===== config.mk =====
export PLATFORM = sky130hd
export DESIGN_NAME = ptc_cmd_block
export DESIGN_NICKNAME = d
export VERILOG_FILES = /design/src/shared/ptc_pkg.sv /design/src/verilog/ptc_cmd_block.sv
export SDC_FILE = /design/constraint.sdc
export NUM_CORES = 2
export LEC_CHECK = 0
export CAP_MARGIN = 20
export CELL_PAD_IN_SITES_DETAIL_PLACEMENT = 0
export CELL_PAD_IN_SITES_GLOBAL_PLACEMENT = 2
export CORE_UTILIZATION = 41
export DETAILED_ROUTE_END_ITERATION = 12
export DONT_BUFFER_PORTS = 1
export GPL_ROUTABILITY_DRIVEN = 1
export HOLD_SLACK_MARGIN = 0.05
export PLACE_DENSITY_LB_ADDON = 0.05
export SETUP_SLACK_MARGIN = 0.5
export SLEW_MARGIN = 20
export SYNTH_ARGS = -nofsm -noshare
export SYNTH_HDL_FRONTEND = slang
export SYNTH_SLANG_ARGS = --single-unit

===== constraint.sdc =====
create_clock -name clk_i -period 4.4 [get_ports clk_i]
set_input_delay 0.88 -clock clk_i [delete_from_list [all_inputs] [get_ports clk_i]]
set_output_delay 0.88 -clock clk_i [all_outputs]
set_load 0.01 [all_outputs]

===== src/shared/ptc_pkg.sv =====
package ptc_pkg;

	// ---------------------------------------------------------------
	// command block layout (word index within the block)
	// ---------------------------------------------------------------
	localparam int BLK_WORDS = 16;
	localparam logic [3:0] OFS_ERR = 4'h0;
	localparam logic [3:0] OFS_CODE = 4'h1;
	localparam logic [3:0] OFS_CONN = 4'h2;
	localparam logic [3:0] OFS_PROTO = 4'h3;
	localparam logic [3:0] OFS_PORT = 4'h4;
	localparam logic [3:0] OFS_BAUD = 4'h5;
	localparam logic [3:0] OFS_BITS = 4'h6;
	localparam logic [3:0] OFS_PAR = 4'h7;
	localparam logic [3:0] OFS_STOP = 4'h8;
	localparam logic [3:0] OFS_HS = 4'h9;
	localparam logic [3:0] OFS_OPT = 4'hA;
	localparam logic [3:0] OFS_MTAB = 4'hB;
	localparam logic [3:0] OFS_WSRC = 4'h3;
	localparam logic [3:0] OFS_WCNT = 4'h4;
	localparam logic [3:0] OFS_WDST = 4'h5;
	localparam logic [3:0] OFS_TMO = 4'h6;
	localparam logic [3:0] OFS_RSRC = 4'h7;
	localparam logic [3:0] OFS_RCNT = 4'h8;
	localparam logic [3:0] OFS_RDST = 4'h9;

	// ---------------------------------------------------------------
	// command codes and field values
	// ---------------------------------------------------------------
	localparam logic [15:0] CMD_OPEN = 16'h0001;
	localparam logic [15:0] CMD_CLOSE = 16'h0002;
	localparam logic [15:0] CMD_WRITE = 16'h0201;
	localparam logic [15:0] CMD_READ = 16'h0202;
	localparam logic [15:0] CMD_XCHG = 16'h0203;
	localparam logic [15:0] PROTO_PEER = 16'h0024;
	localparam logic [15:0] CONN_MIN = 16'h4B15;
	localparam logic [15:0] CONN_MAX = 16'h4B63;
	localparam logic [15:0] PORT_MIN = 16'h0001;
	localparam logic [15:0] PORT_MAX = 16'h0004;
	localparam logic [15:0] HS_NONE = 16'h0000;
	localparam logic [15:0] HS_SOFT = 16'h0001;
	localparam logic [15:0] HS_HARD = 16'h0002;
	localparam logic [15:0] HS_MODEM = 16'h0006;
	localparam logic [15:0] OPT_MODEM = 16'h0001;
	localparam logic [15:0] PAR_MAX = 16'h0002;
	localparam logic [15:0] WCNT_MAX = 16'h00FE;
	localparam logic [15:0] CNT_MAX = 16'h0100;
	localparam logic [15:0] TMO_DEFAULT_S = 16'h0009;
	localparam logic [15:0] TMO_INFINITE = 16'h03E7;

	// ---------------------------------------------------------------
	// error codes written into the error word
	// ---------------------------------------------------------------
	localparam logic [15:0] ERR_NONE = 16'h0000;
	localparam logic [15:0] ERR_CODE = 16'h0001;
	localparam logic [15:0] ERR_CONN = 16'h0002;
	localparam logic [15:0] ERR_PROTO = 16'h0003;
	localparam logic [15:0] ERR_PORT = 16'h0004;
	localparam logic [15:0] ERR_PARAM = 16'h0005;
	localparam logic [15:0] ERR_COUNT = 16'h0006;
	localparam logic [15:0] ERR_TIMEOUT = 16'h0007;
	localparam logic [15:0] ERR_REMOTE = 16'h0008;

	// ---------------------------------------------------------------
	// register byte addresses and reset values
	// ---------------------------------------------------------------
	localparam logic [7:0] ADR_CTRL = 8'h40;
	localparam logic [7:0] ADR_IST = 8'h44;
	localparam logic [7:0] ADR_IMSK = 8'h48;
	localparam logic [7:0] ADR_PSEL = 8'h4C;
	localparam logic [7:0] ADR_PSTAT = 8'h50;
	localparam logic [1:0] IMSK_RST = 2'h0;
	localparam logic [3:0] PSEL_RST = 4'h0;

	// ---------------------------------------------------------------
	// timing
	// ---------------------------------------------------------------
	localparam int unsigned CLK_HZ = 32'h017D_7840;
	localparam int unsigned TICK_S = 32'h0000_0001;
	localparam int unsigned TICK_CYC = CLK_HZ * TICK_S;

	typedef enum logic [3:0] {
		ST_IDLE = 4'h0,
		ST_CHECK = 4'h1,
		ST_HDR = 4'h2,
		ST_FETCH = 4'h3,
		ST_SEND = 4'h4,
		ST_WAIT = 4'h5,
		ST_RECV = 4'h6,
		ST_STORE = 4'h7,
		ST_DONE = 4'h8
	} ptc_state_t;

endpackage


===== src/verilog/ptc_cmd_block.sv =====
`timescale 1ns/1ns
// Notes on behaviour
// RULE_01: code 1 opens a connection, starting a protocol instance on the chosen port.
// RULE_02: host supplies an unused connection number 19221 to 19299 when opening.
// RULE_03: protocol type word must be 36 to select the peer module protocol.
// RULE_04: port 1 to 4, one connection per port, port must be logic selected.
// RULE_05: baud, width, parity and stop from the block override switch settings.
// RULE_06: host asks for 7 bits, odd parity, one stop; parity 0/1/2 none/odd/even.
// RULE_07: pacing word: 0 none, 1 software, 2 hardware, 6 modem rts/cts.
// RULE_08: with modem pacing, raise rts while sending and wait for cts.
// RULE_09: option bit 0x0001 enables modem control, word 11 locates its table.
// RULE_10: host zeroes the unused trailing words of each block.
// RULE_11: host clears the error word; device writes a code there on failure.
// RULE_12: code 2 closes a connection, freeing its port and number for reuse.
// RULE_13: later commands name the instance by connection number, not port.
// RULE_14: write 513 and read 514 carry source, count 1-256, destination, timeout.
// RULE_15: code 515 writes a local block then reads a remote block, one transaction.
// RULE_16: exchange layout: write at 3/4/5, counts 1-254 and 1-256, read at 7/8/9.
// RULE_17: exchange checks the response and stores read data only when error-free.
// RULE_18: timeout in seconds; zero means about 9, 999 means wait forever.
// RULE_19: unknown code, bad connection, busy port or bad count gives an error code.
module ptc_cmd_block import ptc_pkg::*; #(
	parameter int unsigned CYC_PER_SEC = TICK_CYC
) (
	input wire logic clk_i,
	input wire logic rst_i,
	input wire logic wb_cyc_i,
	input wire logic wb_stb_i,
	input wire logic wb_we_i,
	input wire logic [7:0] wb_adr_i,
	input wire logic [3:0] wb_sel_i,
	input wire logic [31:0] wb_dat_i,
	output logic [31:0] wb_dat_o,
	output logic wb_ack_o,
	output logic irq_o,
	output logic tx_valid_o,
	output logic [15:0] tx_data_o,
	output logic [1:0] tx_port_o,
	input wire logic tx_ready_i,
	input wire logic rx_valid_i,
	input wire logic [15:0] rx_data_i,
	output logic mem_req_o,
	output logic mem_we_o,
	output logic [15:0] mem_addr_o,
	output logic [15:0] mem_wdata_o,
	input wire logic [15:0] mem_rdata_i,
	input wire logic mem_ack_i,
	input wire logic [3:0] cts_i,
	output logic [3:0] rts_o,
	output logic [3:0] port_open_o,
	output logic [63:0] port_baud_o,
	output logic [3:0] port_char8_o,
	output logic [7:0] port_parity_o,
	output logic [3:0] port_stop2_o,
	output logic [11:0] port_pacing_o,
	output logic [3:0] port_modem_o,
	output logic [63:0] port_modem_tab_o
);

	// ---------------------------------------------------------------
	// helpers
	// ---------------------------------------------------------------
	function automatic logic [2:0] find_port(input logic [15:0] c, input logic [3:0][15:0] tab,
		input logic [3:0] opn);
		logic [2:0] r;
		r = 3'h0;
		for (int i = 0; i < 4; i++) begin
			if (opn[i] && tab[i] == c) begin
				r = {1'b1, 2'(i)};
			end
		end
		return r;
	endfunction

	function automatic logic baud_ok(input logic [15:0] b);
		return b == 16'h012C || b == 16'h0258 || b == 16'h04B0 || b == 16'h0960 ||
			b == 16'h12C0 || b == 16'h2580 || b == 16'h4B00;
	endfunction

	function automatic logic cnt_ok(input logic [15:0] n, input logic [15:0] max);
		return n != 16'h0000 && n <= max;
	endfunction

	function automatic logic [15:0] merge(input logic [15:0] old, input logic [31:0] d, input logic [3:0] s);
		return {s[1] ? d[15:8] : old[15:8], s[0] ? d[7:0] : old[7:0]};
	endfunction

	// ---------------------------------------------------------------
	// state
	// ---------------------------------------------------------------
	logic [15:0] blk_reg [BLK_WORDS];
	logic ack_reg;
	logic [31:0] dat_reg;
	logic [1:0] ist_reg;
	logic [1:0] imsk_reg;
	logic [3:0] psel_reg;
	logic irq_reg;
	ptc_state_t state_reg;
	logic [15:0] code_reg;
	logic [15:0] err_reg;
	logic [1:0] pidx_reg;
	logic [2:0] hidx_reg;
	logic [8:0] wcnt_reg;
	logic [8:0] rcnt_reg;
	logic [8:0] cnt_reg;
	logic [15:0] laddr_reg;
	logic [15:0] ldst_reg;
	logic [15:0] tmo_reg;
	logic tmo_inf_reg;
	logic [31:0] div_reg;
	logic [3:0] open_reg;
	logic [3:0][15:0] conn_reg;
	logic [3:0][15:0] baud_reg;
	logic [3:0] char8_reg;
	logic [3:0][1:0] par_reg;
	logic [3:0] stop2_reg;
	logic [3:0][2:0] hs_reg;
	logic [3:0] modem_reg;
	logic [3:0][15:0] mtab_reg;
	logic [3:0] cts_meta_reg;
	logic [3:0] cts_sync_reg;
	logic [3:0] rts_reg;
	logic tx_valid_reg;
	logic [15:0] tx_data_reg;
	logic mem_req_reg;
	logic mem_we_reg;
	logic [15:0] mem_addr_reg;
	logic [15:0] mem_wdata_reg;

	logic acc;
	logic wr_en;
	logic go;
	logic [31:0] rd_data;
	logic [15:0] chk_err;
	logic [2:0] hit;
	logic [1:0] new_port;
	logic sec_tick;
	logic timed_out;
	logic paced;
	logic tx_clear;
	logic [15:0] hdr_word;

	assign acc = wb_cyc_i && wb_stb_i && !ack_reg;
	assign wr_en = acc && wb_we_i;
	assign go = wr_en && wb_adr_i == ADR_CTRL && wb_sel_i[0] && wb_dat_i[0] && state_reg == ST_IDLE;
	assign new_port = 2'(blk_reg[OFS_PORT][1:0] - 2'h1);
	assign sec_tick = div_reg == CYC_PER_SEC - 1;
	assign timed_out = !tmo_inf_reg && tmo_reg == 16'h0000;
	// rts/cts pacing holds off the header and data words, never the memory fetches
	assign paced = hs_reg[pidx_reg] == HS_MODEM[2:0];
	assign tx_clear = !paced || cts_sync_reg[pidx_reg];

	// ---------------------------------------------------------------
	// bus slave
	// ---------------------------------------------------------------
	always_comb begin
		rd_data = 32'h0000_0000;
		if (wb_adr_i[7:6] == 2'h0) begin
			rd_data = {16'h0000, blk_reg[wb_adr_i[5:2]]};
		end else begin
			case (wb_adr_i)
				ADR_CTRL: rd_data = {31'h0000_0000, state_reg != ST_IDLE};
				ADR_IST: rd_data = {30'h0000_0000, ist_reg};
				ADR_IMSK: rd_data = {30'h0000_0000, imsk_reg};
				ADR_PSEL: rd_data = {28'h000_0000, psel_reg};
				ADR_PSTAT: rd_data = {28'h000_0000, open_reg};
				default: rd_data = 32'h0000_0000;
			endcase
		end
	end

	always_ff @(posedge clk_i) begin
		if (rst_i) begin
			ack_reg <= 1'b0;
			dat_reg <= 32'h0000_0000;
		end else begin
			ack_reg <= acc;
			if (acc) begin
				dat_reg <= rd_data;
			end
		end
	end

	always_ff @(posedge clk_i) begin
		if (rst_i) begin
			imsk_reg <= IMSK_RST;
			psel_reg <= PSEL_RST;
		end else if (wr_en && wb_sel_i[0]) begin
			if (wb_adr_i == ADR_IMSK) begin
				imsk_reg <= wb_dat_i[1:0];
			end
			if (wb_adr_i == ADR_PSEL) begin
				psel_reg <= wb_dat_i[3:0];
			end
		end
	end

	// ---------------------------------------------------------------
	// command block memory
	// ---------------------------------------------------------------
	always_ff @(posedge clk_i) begin
		if (rst_i) begin
			for (int i = 0; i < BLK_WORDS; i++) begin
				blk_reg[i] <= 16'h0000;
			end
		end else begin
			if (wr_en && wb_adr_i[7:6] == 2'h0) begin
				blk_reg[wb_adr_i[5:2]] <= merge(blk_reg[wb_adr_i[5:2]], wb_dat_i, wb_sel_i);
			end
			// RULE_11: error word report
			// the device write lands last, so a host clear in the same cycle loses
			if (state_reg == ST_DONE && err_reg != ERR_NONE) begin
				blk_reg[OFS_ERR] <= err_reg;
			end
		end
	end

	// ---------------------------------------------------------------
	// interrupts
	// ---------------------------------------------------------------
	always_ff @(posedge clk_i) begin
		if (rst_i) begin
			ist_reg <= 2'h0;
			irq_reg <= 1'b0;
		end else begin
			ist_reg <= (ist_reg & ~((wr_en && wb_adr_i == ADR_IST && wb_sel_i[0]) ? wb_dat_i[1:0] : 2'h0)) |
				((state_reg == ST_DONE) ? {err_reg != ERR_NONE, 1'b1} : 2'h0);
			irq_reg <= |(ist_reg & imsk_reg);
		end
	end

	// ---------------------------------------------------------------
	// command validation
	// ---------------------------------------------------------------
	always_comb begin
		chk_err = ERR_NONE;
		hit = find_port(blk_reg[OFS_CONN], conn_reg, open_reg);
		case (blk_reg[OFS_CODE])
			CMD_OPEN: begin
				// RULE_02: connection number range and reuse
				if (blk_reg[OFS_CONN] < CONN_MIN || blk_reg[OFS_CONN] > CONN_MAX || hit[2]) begin
					chk_err = ERR_CONN;
				// RULE_03: protocol type check
				end else if (blk_reg[OFS_PROTO] != PROTO_PEER) begin
					chk_err = ERR_PROTO;
				// RULE_04: one connection per selectable port
				end else if (blk_reg[OFS_PORT] < PORT_MIN || blk_reg[OFS_PORT] > PORT_MAX ||
					open_reg[new_port] || !psel_reg[new_port]) begin
					chk_err = ERR_PORT;
				// RULE_07: line and pacing values
				end else if (!baud_ok(blk_reg[OFS_BAUD]) ||
					(blk_reg[OFS_BITS] != 16'h0007 && blk_reg[OFS_BITS] != 16'h0008) ||
					blk_reg[OFS_PAR] > PAR_MAX ||
					(blk_reg[OFS_STOP] != 16'h0001 && blk_reg[OFS_STOP] != 16'h0002) ||
					(blk_reg[OFS_HS] != HS_NONE && blk_reg[OFS_HS] != HS_SOFT &&
					blk_reg[OFS_HS] != HS_HARD && blk_reg[OFS_HS] != HS_MODEM) ||
					(blk_reg[OFS_OPT] & ~OPT_MODEM) != 16'h0000) begin
					chk_err = ERR_PARAM;
				end
			end
			CMD_CLOSE: begin
				if (!hit[2]) begin
					chk_err = ERR_CONN;
				end
			end
			// RULE_13: transfers address the instance by connection number
			CMD_WRITE, CMD_READ: begin
				if (!hit[2]) begin
					chk_err = ERR_CONN;
				// RULE_14: transfer count range
				end else if (!cnt_ok(blk_reg[OFS_WCNT], CNT_MAX)) begin
					chk_err = ERR_COUNT;
				end
			end
			CMD_XCHG: begin
				if (!hit[2]) begin
					chk_err = ERR_CONN;
				// RULE_16: exchange count ranges
				end else if (!cnt_ok(blk_reg[OFS_WCNT], WCNT_MAX) || !cnt_ok(blk_reg[OFS_RCNT], CNT_MAX)) begin
					chk_err = ERR_COUNT;
				end
			end
			// RULE_19: unknown command
			default: chk_err = ERR_CODE;
		endcase
	end

	// header: code, write count, word 5 destination, read count, then word 7 on exchange or word 3 otherwise
	always_comb begin
		case (hidx_reg)
			3'h0: hdr_word = code_reg;
			3'h1: hdr_word = {7'h00, wcnt_reg};
			3'h2: hdr_word = blk_reg[OFS_WDST];
			3'h3: hdr_word = {7'h00, rcnt_reg};
			default: hdr_word = (code_reg == CMD_XCHG) ? blk_reg[OFS_RSRC] : blk_reg[OFS_WSRC];
		endcase
	end

	// ---------------------------------------------------------------
	// per-port connection table
	// ---------------------------------------------------------------
	always_ff @(posedge clk_i) begin
		if (rst_i) begin
			open_reg <= 4'h0;
			conn_reg <= '0;
			baud_reg <= '0;
			char8_reg <= 4'h0;
			par_reg <= '0;
			stop2_reg <= 4'h0;
			hs_reg <= '0;
			modem_reg <= 4'h0;
			mtab_reg <= '0;
		end else if (state_reg == ST_CHECK && chk_err == ERR_NONE) begin
			// RULE_01: open binds an instance to the port
			if (code_reg == CMD_OPEN) begin
				open_reg[new_port] <= 1'b1;
				conn_reg[new_port] <= blk_reg[OFS_CONN];
				// RULE_05: block settings override switches
				baud_reg[new_port] <= blk_reg[OFS_BAUD];
				char8_reg[new_port] <= blk_reg[OFS_BITS] == 16'h0008;
				// RULE_06: parity encoding kept as given
				par_reg[new_port] <= blk_reg[OFS_PAR][1:0];
				stop2_reg[new_port] <= blk_reg[OFS_STOP] == 16'h0002;
				hs_reg[new_port] <= blk_reg[OFS_HS][2:0];
				// RULE_09: modem option and table pointer
				modem_reg[new_port] <= blk_reg[OFS_OPT][0];
				mtab_reg[new_port] <= blk_reg[OFS_MTAB];
			end
			// RULE_12: close frees port and number
			if (code_reg == CMD_CLOSE) begin
				open_reg[hit[1:0]] <= 1'b0;
			end
		end
	end

	// ---------------------------------------------------------------
	// timeout seconds
	// ---------------------------------------------------------------
	always_ff @(posedge clk_i) begin
		if (rst_i || state_reg == ST_CHECK) begin
			div_reg <= 32'h0000_0000;
		end else begin
			div_reg <= sec_tick ? 32'h0000_0000 : div_reg + 32'h0000_0001;
		end
	end

	// ---------------------------------------------------------------
	// cts synchronisers
	// ---------------------------------------------------------------
	generate
		for (genvar g = 0; g < 4; g++) begin : g_cts
			always_ff @(posedge clk_i) begin
				if (rst_i) begin
					cts_meta_reg[g] <= 1'b0;
					cts_sync_reg[g] <= 1'b0;
				end else begin
					cts_meta_reg[g] <= cts_i[g];
					cts_sync_reg[g] <= cts_meta_reg[g];
				end
			end
		end
	endgenerate

	// ---------------------------------------------------------------
	// command sequencer
	// ---------------------------------------------------------------
	always_ff @(posedge clk_i) begin
		if (rst_i) begin
			state_reg <= ST_IDLE;
			code_reg <= 16'h0000;
			err_reg <= ERR_NONE;
			pidx_reg <= 2'h0;
			hidx_reg <= 3'h0;
			wcnt_reg <= 9'h000;
			rcnt_reg <= 9'h000;
			cnt_reg <= 9'h000;
			laddr_reg <= 16'h0000;
			ldst_reg <= 16'h0000;
			tmo_reg <= 16'h0000;
			tmo_inf_reg <= 1'b0;
			rts_reg <= 4'h0;
			tx_valid_reg <= 1'b0;
			tx_data_reg <= 16'h0000;
			mem_req_reg <= 1'b0;
			mem_we_reg <= 1'b0;
			mem_addr_reg <= 16'h0000;
			mem_wdata_reg <= 16'h0000;
		end else begin
			if ((state_reg == ST_WAIT || state_reg == ST_RECV) && sec_tick && !timed_out && !tmo_inf_reg) begin
				tmo_reg <= tmo_reg - 16'h0001;
			end
			unique case (state_reg)
				ST_IDLE: begin
					err_reg <= ERR_NONE;
					if (go) begin
						code_reg <= blk_reg[OFS_CODE];
						state_reg <= ST_CHECK;
					end
				end
				ST_CHECK: begin
					err_reg <= chk_err;
					pidx_reg <= hit[1:0];
					hidx_reg <= 3'h0;
					cnt_reg <= 9'h000;
					// RULE_18: zero is default, 999 never expires
					tmo_reg <= (blk_reg[OFS_TMO] == 16'h0000) ? TMO_DEFAULT_S : blk_reg[OFS_TMO];
					tmo_inf_reg <= blk_reg[OFS_TMO] >= TMO_INFINITE;
					wcnt_reg <= (code_reg == CMD_READ) ? 9'h000 : blk_reg[OFS_WCNT][8:0];
					// RULE_15: exchange takes both counts
					rcnt_reg <= (code_reg == CMD_XCHG) ? blk_reg[OFS_RCNT][8:0] :
						(code_reg == CMD_READ) ? blk_reg[OFS_WCNT][8:0] : 9'h000;
					laddr_reg <= blk_reg[OFS_WSRC];
					ldst_reg <= (code_reg == CMD_XCHG) ? blk_reg[OFS_RDST] : blk_reg[OFS_WDST];
					if (chk_err != ERR_NONE || code_reg == CMD_OPEN || code_reg == CMD_CLOSE) begin
						state_reg <= ST_DONE;
					end else begin
						state_reg <= ST_HDR;
					end
				end
				ST_HDR, ST_SEND: begin
					// RULE_08: rts up while sending, data waits for cts
					rts_reg <= paced ? 4'h1 << pidx_reg : 4'h0;
					if (tx_valid_reg && tx_ready_i) begin
						tx_valid_reg <= 1'b0;
						if (state_reg == ST_HDR && hidx_reg != 3'h4) begin
							hidx_reg <= hidx_reg + 3'h1;
						end else if (state_reg == ST_HDR) begin
							state_reg <= (wcnt_reg != 9'h000) ? ST_FETCH : ST_WAIT;
						end else begin
							cnt_reg <= cnt_reg + 9'h001;
							laddr_reg <= laddr_reg + 16'h0001;
							state_reg <= (cnt_reg == wcnt_reg - 9'h001) ? ST_WAIT : ST_FETCH;
						end
					end else if (!tx_valid_reg && tx_clear) begin
						tx_valid_reg <= 1'b1;
						tx_data_reg <= (state_reg == ST_HDR) ? hdr_word : mem_wdata_reg;
					end
				end
				ST_FETCH: begin
					mem_req_reg <= !mem_ack_i;
					mem_we_reg <= 1'b0;
					mem_addr_reg <= laddr_reg;
					if (mem_req_reg && mem_ack_i) begin
						mem_wdata_reg <= mem_rdata_i;
						state_reg <= ST_SEND;
					end
				end
				ST_WAIT, ST_RECV: begin
					rts_reg <= 4'h0;
					cnt_reg <= (state_reg == ST_WAIT) ? 9'h000 : cnt_reg;
					// RULE_17: remote status first, store only when clean
					if (rx_valid_i && state_reg == ST_WAIT) begin
						err_reg <= (rx_data_i != 16'h0000) ? ERR_REMOTE : ERR_NONE;
						state_reg <= (rx_data_i != 16'h0000 || rcnt_reg == 9'h000) ? ST_DONE : ST_RECV;
					end else if (rx_valid_i) begin
						mem_req_reg <= 1'b1;
						mem_we_reg <= 1'b1;
						mem_addr_reg <= ldst_reg;
						mem_wdata_reg <= rx_data_i;
						state_reg <= ST_STORE;
					end else if (timed_out) begin
						err_reg <= ERR_TIMEOUT;
						state_reg <= ST_DONE;
					end
				end
				ST_STORE: begin
					if (mem_ack_i) begin
						mem_req_reg <= 1'b0;
						mem_we_reg <= 1'b0;
						cnt_reg <= cnt_reg + 9'h001;
						ldst_reg <= ldst_reg + 16'h0001;
						state_reg <= (cnt_reg == rcnt_reg - 9'h001) ? ST_DONE : ST_RECV;
					end
				end
				ST_DONE: begin
					rts_reg <= 4'h0;
					state_reg <= ST_IDLE;
				end
				default: state_reg <= ST_IDLE;
			endcase
		end
	end

	// ---------------------------------------------------------------
	// outputs
	// ---------------------------------------------------------------
	assign wb_ack_o = ack_reg;
	assign wb_dat_o = dat_reg;
	assign irq_o = irq_reg;
	assign tx_valid_o = tx_valid_reg;
	assign tx_data_o = tx_data_reg;
	assign tx_port_o = pidx_reg;
	assign mem_req_o = mem_req_reg;
	assign mem_we_o = mem_we_reg;
	assign mem_addr_o = mem_addr_reg;
	assign mem_wdata_o = mem_wdata_reg;
	assign rts_o = rts_reg;
	assign port_open_o = open_reg;
	assign port_baud_o = baud_reg;
	assign port_char8_o = char8_reg;
	assign port_parity_o = par_reg;
	assign port_stop2_o = stop2_reg;
	assign port_pacing_o = hs_reg;
	assign port_modem_o = modem_reg;
	assign port_modem_tab_o = mtab_reg;

endmodule // ptc_cmd_block


==> reports/metrics.cfg <==
[hold_path]
hp-start=mem_ack_i
min_path_type=input port to flip-flop
whs_path_depth=1
hold-path-endpoint=mem_req_o$_SDFFE_PP0P_

[setup_path]
cp.arrival_ns=4.26
worstReg2RegStart=blk_reg[6][12]$_SDFFCE_PN0P_
ff2ff_setup_slack_ns=0.62
critPathKind=flip-flop to flip-flop
path_cells=nor4_2 -> nand4_1 -> nor4_1 -> and3_1 -> o211a_1 -> or3_1 -> and4b_4 -> buf_12 -> mux2i_1 -> nor2_1
critPathMaxStageDelay_ns=0.60
start_kind=flip-flop
cpMaxStageDelayCell=nor4_2
r2r_end=port_baud_o[42]$_SDFFE_PP0P_
end_kind=flip-flop
crit_fanout=38
cp.required_ns=4.88
rr_worst_depth=10

[floorplanning]
die_y_um=285
io_pins=343
die_area_mm2=0.0814
start_util_pct=41.5
core.rowCount=103
die_x_um=285
core_mm2=0.0793

[grt]
track_usage_pct=27.4
grt_pass1_vias=24700
grt_overflow_total=0
grt_first_pass_wirelength_um=166000
antenna_found_initial=2
grt_max_degree=437

[logic_synthesis]
synth.area.mux_share_pct=13.2
synth-simple-area-share_pct=18.4
yosys-top-cells-area=dfxtp_1 (28%), edfxtp_1 (23%), nor2_1 (7.6%)
synth_cell_types=87
synth_top_family_by_area=simple AND/OR/NAND/NOR gates
synth_seq_cells=710
synth-seq-area-share_pct=51.0
async_reset_ff_share_pct=0
syn_avg_cell_area_um2=10.1
synth_area_mm2=0.0329
synth_common_cells=nor2_1 (667), dfxtp_1 (454), nand2_1 (288), edfxtp_1 (256), mux2i_1 (248)
synth_flop_cell=dfxtp_1
yosys.area.top_type_share_pct=27.6
synth-edff-count=256
yosys_warnings=0
postSynthCellCount=3271
synth.most_common_cell=nor2_1
synth_adder_area_share_pct=0.684
synth-compound-area-share_pct=8.80
yosys.area_share.xor_xnor_pct=3.58
synth_top_area_cell=dfxtp_1

[sta]
worst_slew_pin_slew_ns=1.62
fmax_ghz=0.264
rsz0062_at_grt=no
totalNegativeSetupSlack_ns=0
setup_viol=0
fin_crit_ns=3.78
report.final.hold_viol_count=0
slew_violations=109
skew_ns=0.0270
maxSlewHeadroom_pct=-7.87
min_period_over_period_pct=85.9

[final_layout]
largest_reg_flops=256
instances_no_fill=4338
fin_nets=3327
multi_input_area_mm2=0.0149
fillers=7352
seq_area_mm2=0.0168
area_delta_synth_final_pct=12.2
diodes=0
drive_above_1_share_pct=11.6

[power]
p_int_mw=11.3
power_frac_clock_pct=48.1
p_switching_mw=3.50
combPwrFrac_pct=4.4
switching_share_pct=23.7
power_frac_seq_pct=47.5
power.density_mw_per_mm2=401
ir_drop_mv=0.316
power_leakage_nw=13.5

[clock_tree]
cts_root_buffer=clkbuf_16
clkTransAtPathRegs_ns=0.06
clock_latency_ns=0.67
htree_levels=3
cts_max_path_buffers=3
cts.sinks=710
hold_buffers=0
cts_tree=yes
cts_buffers=82

[place]
place_hpwl_um=79200
dp_cells=4181
port_buffers=0
place_congestion=0.915

[route]
wirelength_um=113000
drt_iter0_drc=2311
vias_per_cell=5.83
ant_nets=0
vias=25300
detail_route.wl_per_cell_um=26.1
drt-pass1-iter-count=6
drcViolationCount=0

[outcome]
status=finished with violations
violations=max-slew violations

[flow_run]
maxCapViolations=0

==> metal layers <==
metal  up-vias  share of wire (%)  GRT usage [%]
met1     12600                 41           35.8
met2      1010                 48           45.1
met3       197                7.9           5.55
li1      11500                  -              -
met5         -                  0              0
met4         0                3.3           9.41
==> stage by stage <==
step / cell area [µm²] / utilization (%) / hold slack, ns / setup WS [ns] / total power, mW
2_1_floorplan: 33000 / - / 0.414 / 0.777 / 7.56
3_3_place_gp: 34000 / 42.9 / 0.440 / 0.210 / 7.81
3_5_place_dp: 34000 / 42.9 / 0.440 / 0.206 / 7.82
4_1_cts: 36900 / 46.5 / 0.299 / 0.513 / 15.0
5_1_grt: 36900 / 46.6 / 0.310 / 0.521 / 15.2
6_report: 36900 / 46.6 / 0.338 / 0.618 / 14.8
==> logic make-up (layout without fill, tap and decap cells) <==
family,Yosys count,in the layout
AO/OA/AOI/OAI,438,438
XOR/XNOR,133,133
adder cells (fa/ha/maj),18,18
buffers and inverters,302,304
flip-flops,710,710
multiplexers,331,331
other,1,16
AND/OR/NAND/NOR,1338,1338
==> repair_timing <==
action	4_1_cts	5_1_grt
cloned	0	0
endpoints found under the setup margin	154	161
buffers inserted	3	3
pin swaps	2	1
gates resized for setup	1	2
==> area by class of cell <==
type                    instances  area share, %
well taps                    1050           3.56
clock buffers                 120           6.39
repair buffers                118           2.60
multi-input cells            2274           40.4
inverters                      35          0.356
flip-flops and latches        710           45.4
clock inverters                31           1.32
==> cell usage in the layout, fill, tap and decap left out, types with 45 or more instances in the layout <==
cell type / instances
xor2_1: 79
xnor2_1: 53
a311oi_1: 56
edfxtp_1: 256
a21oi_1: 129
nor2_1: 667
buf_4: 112
nor4_1: 49
nor3_1: 48
clkbuf_16: 83
a22oi_1: 48
dfxtp_1: 454
o21ai_0: 77
mux2i_1: 232
nand2_1: 288
nand3_1: 64
a211oi_1: 45
mux4_2: 82
==> worst max-delay path: cells and delay by family, from the launching register on <==
family	cells	cell delay (ns)
AOI/OAI and AO/OA	1	0.20
buffers and inverters	1	0.26
DFF	1	0.58
muxes	1	0.25
and+or+nand+nor	7	2.21
==> how the worst max path moves through the flow <==
stage                                             from  slack (ns)                            to  depth (start not counted)
after floorplan                            wb_adr_i[3]        0.78   blk_reg[1][8]$_SDFFCE_PN0P_                          7
after detailed placement  blk_reg[6][12]$_SDFFCE_PN0P_        0.21  port_baud_o[12]$_SDFFE_PP0P_                         10
after global routing      blk_reg[6][12]$_SDFFCE_PN0P_        0.52     conn_reg[21]$_SDFFE_PP0P_                         10
after CTS                  blk_reg[8][6]$_SDFFCE_PN0P_        0.51  port_baud_o[54]$_SDFFE_PP0P_                         10
final                     blk_reg[6][12]$_SDFFCE_PN0P_        0.62  port_baud_o[42]$_SDFFE_PP0P_                         10
after global placement    blk_reg[6][12]$_SDFFCE_PN0P_        0.21  port_baud_o[10]$_SDFFE_PP0P_                         10
==> power groups by stage <==
stage | Clock (mW) | Combinational, mW | Sequential, mW
floorplan | 0 | 0.488 | 7.07
global placement | 0 | 0.647 | 7.17
detailed placement | 0 | 0.654 | 7.17
CTS | 7.28 | 0.655 | 7.03
global route | 7.51 | 0.681 | 7.03
finish | 7.13 | 0.659 | 7.03
No activity file was read; power rests on OpenSTA's default activity.
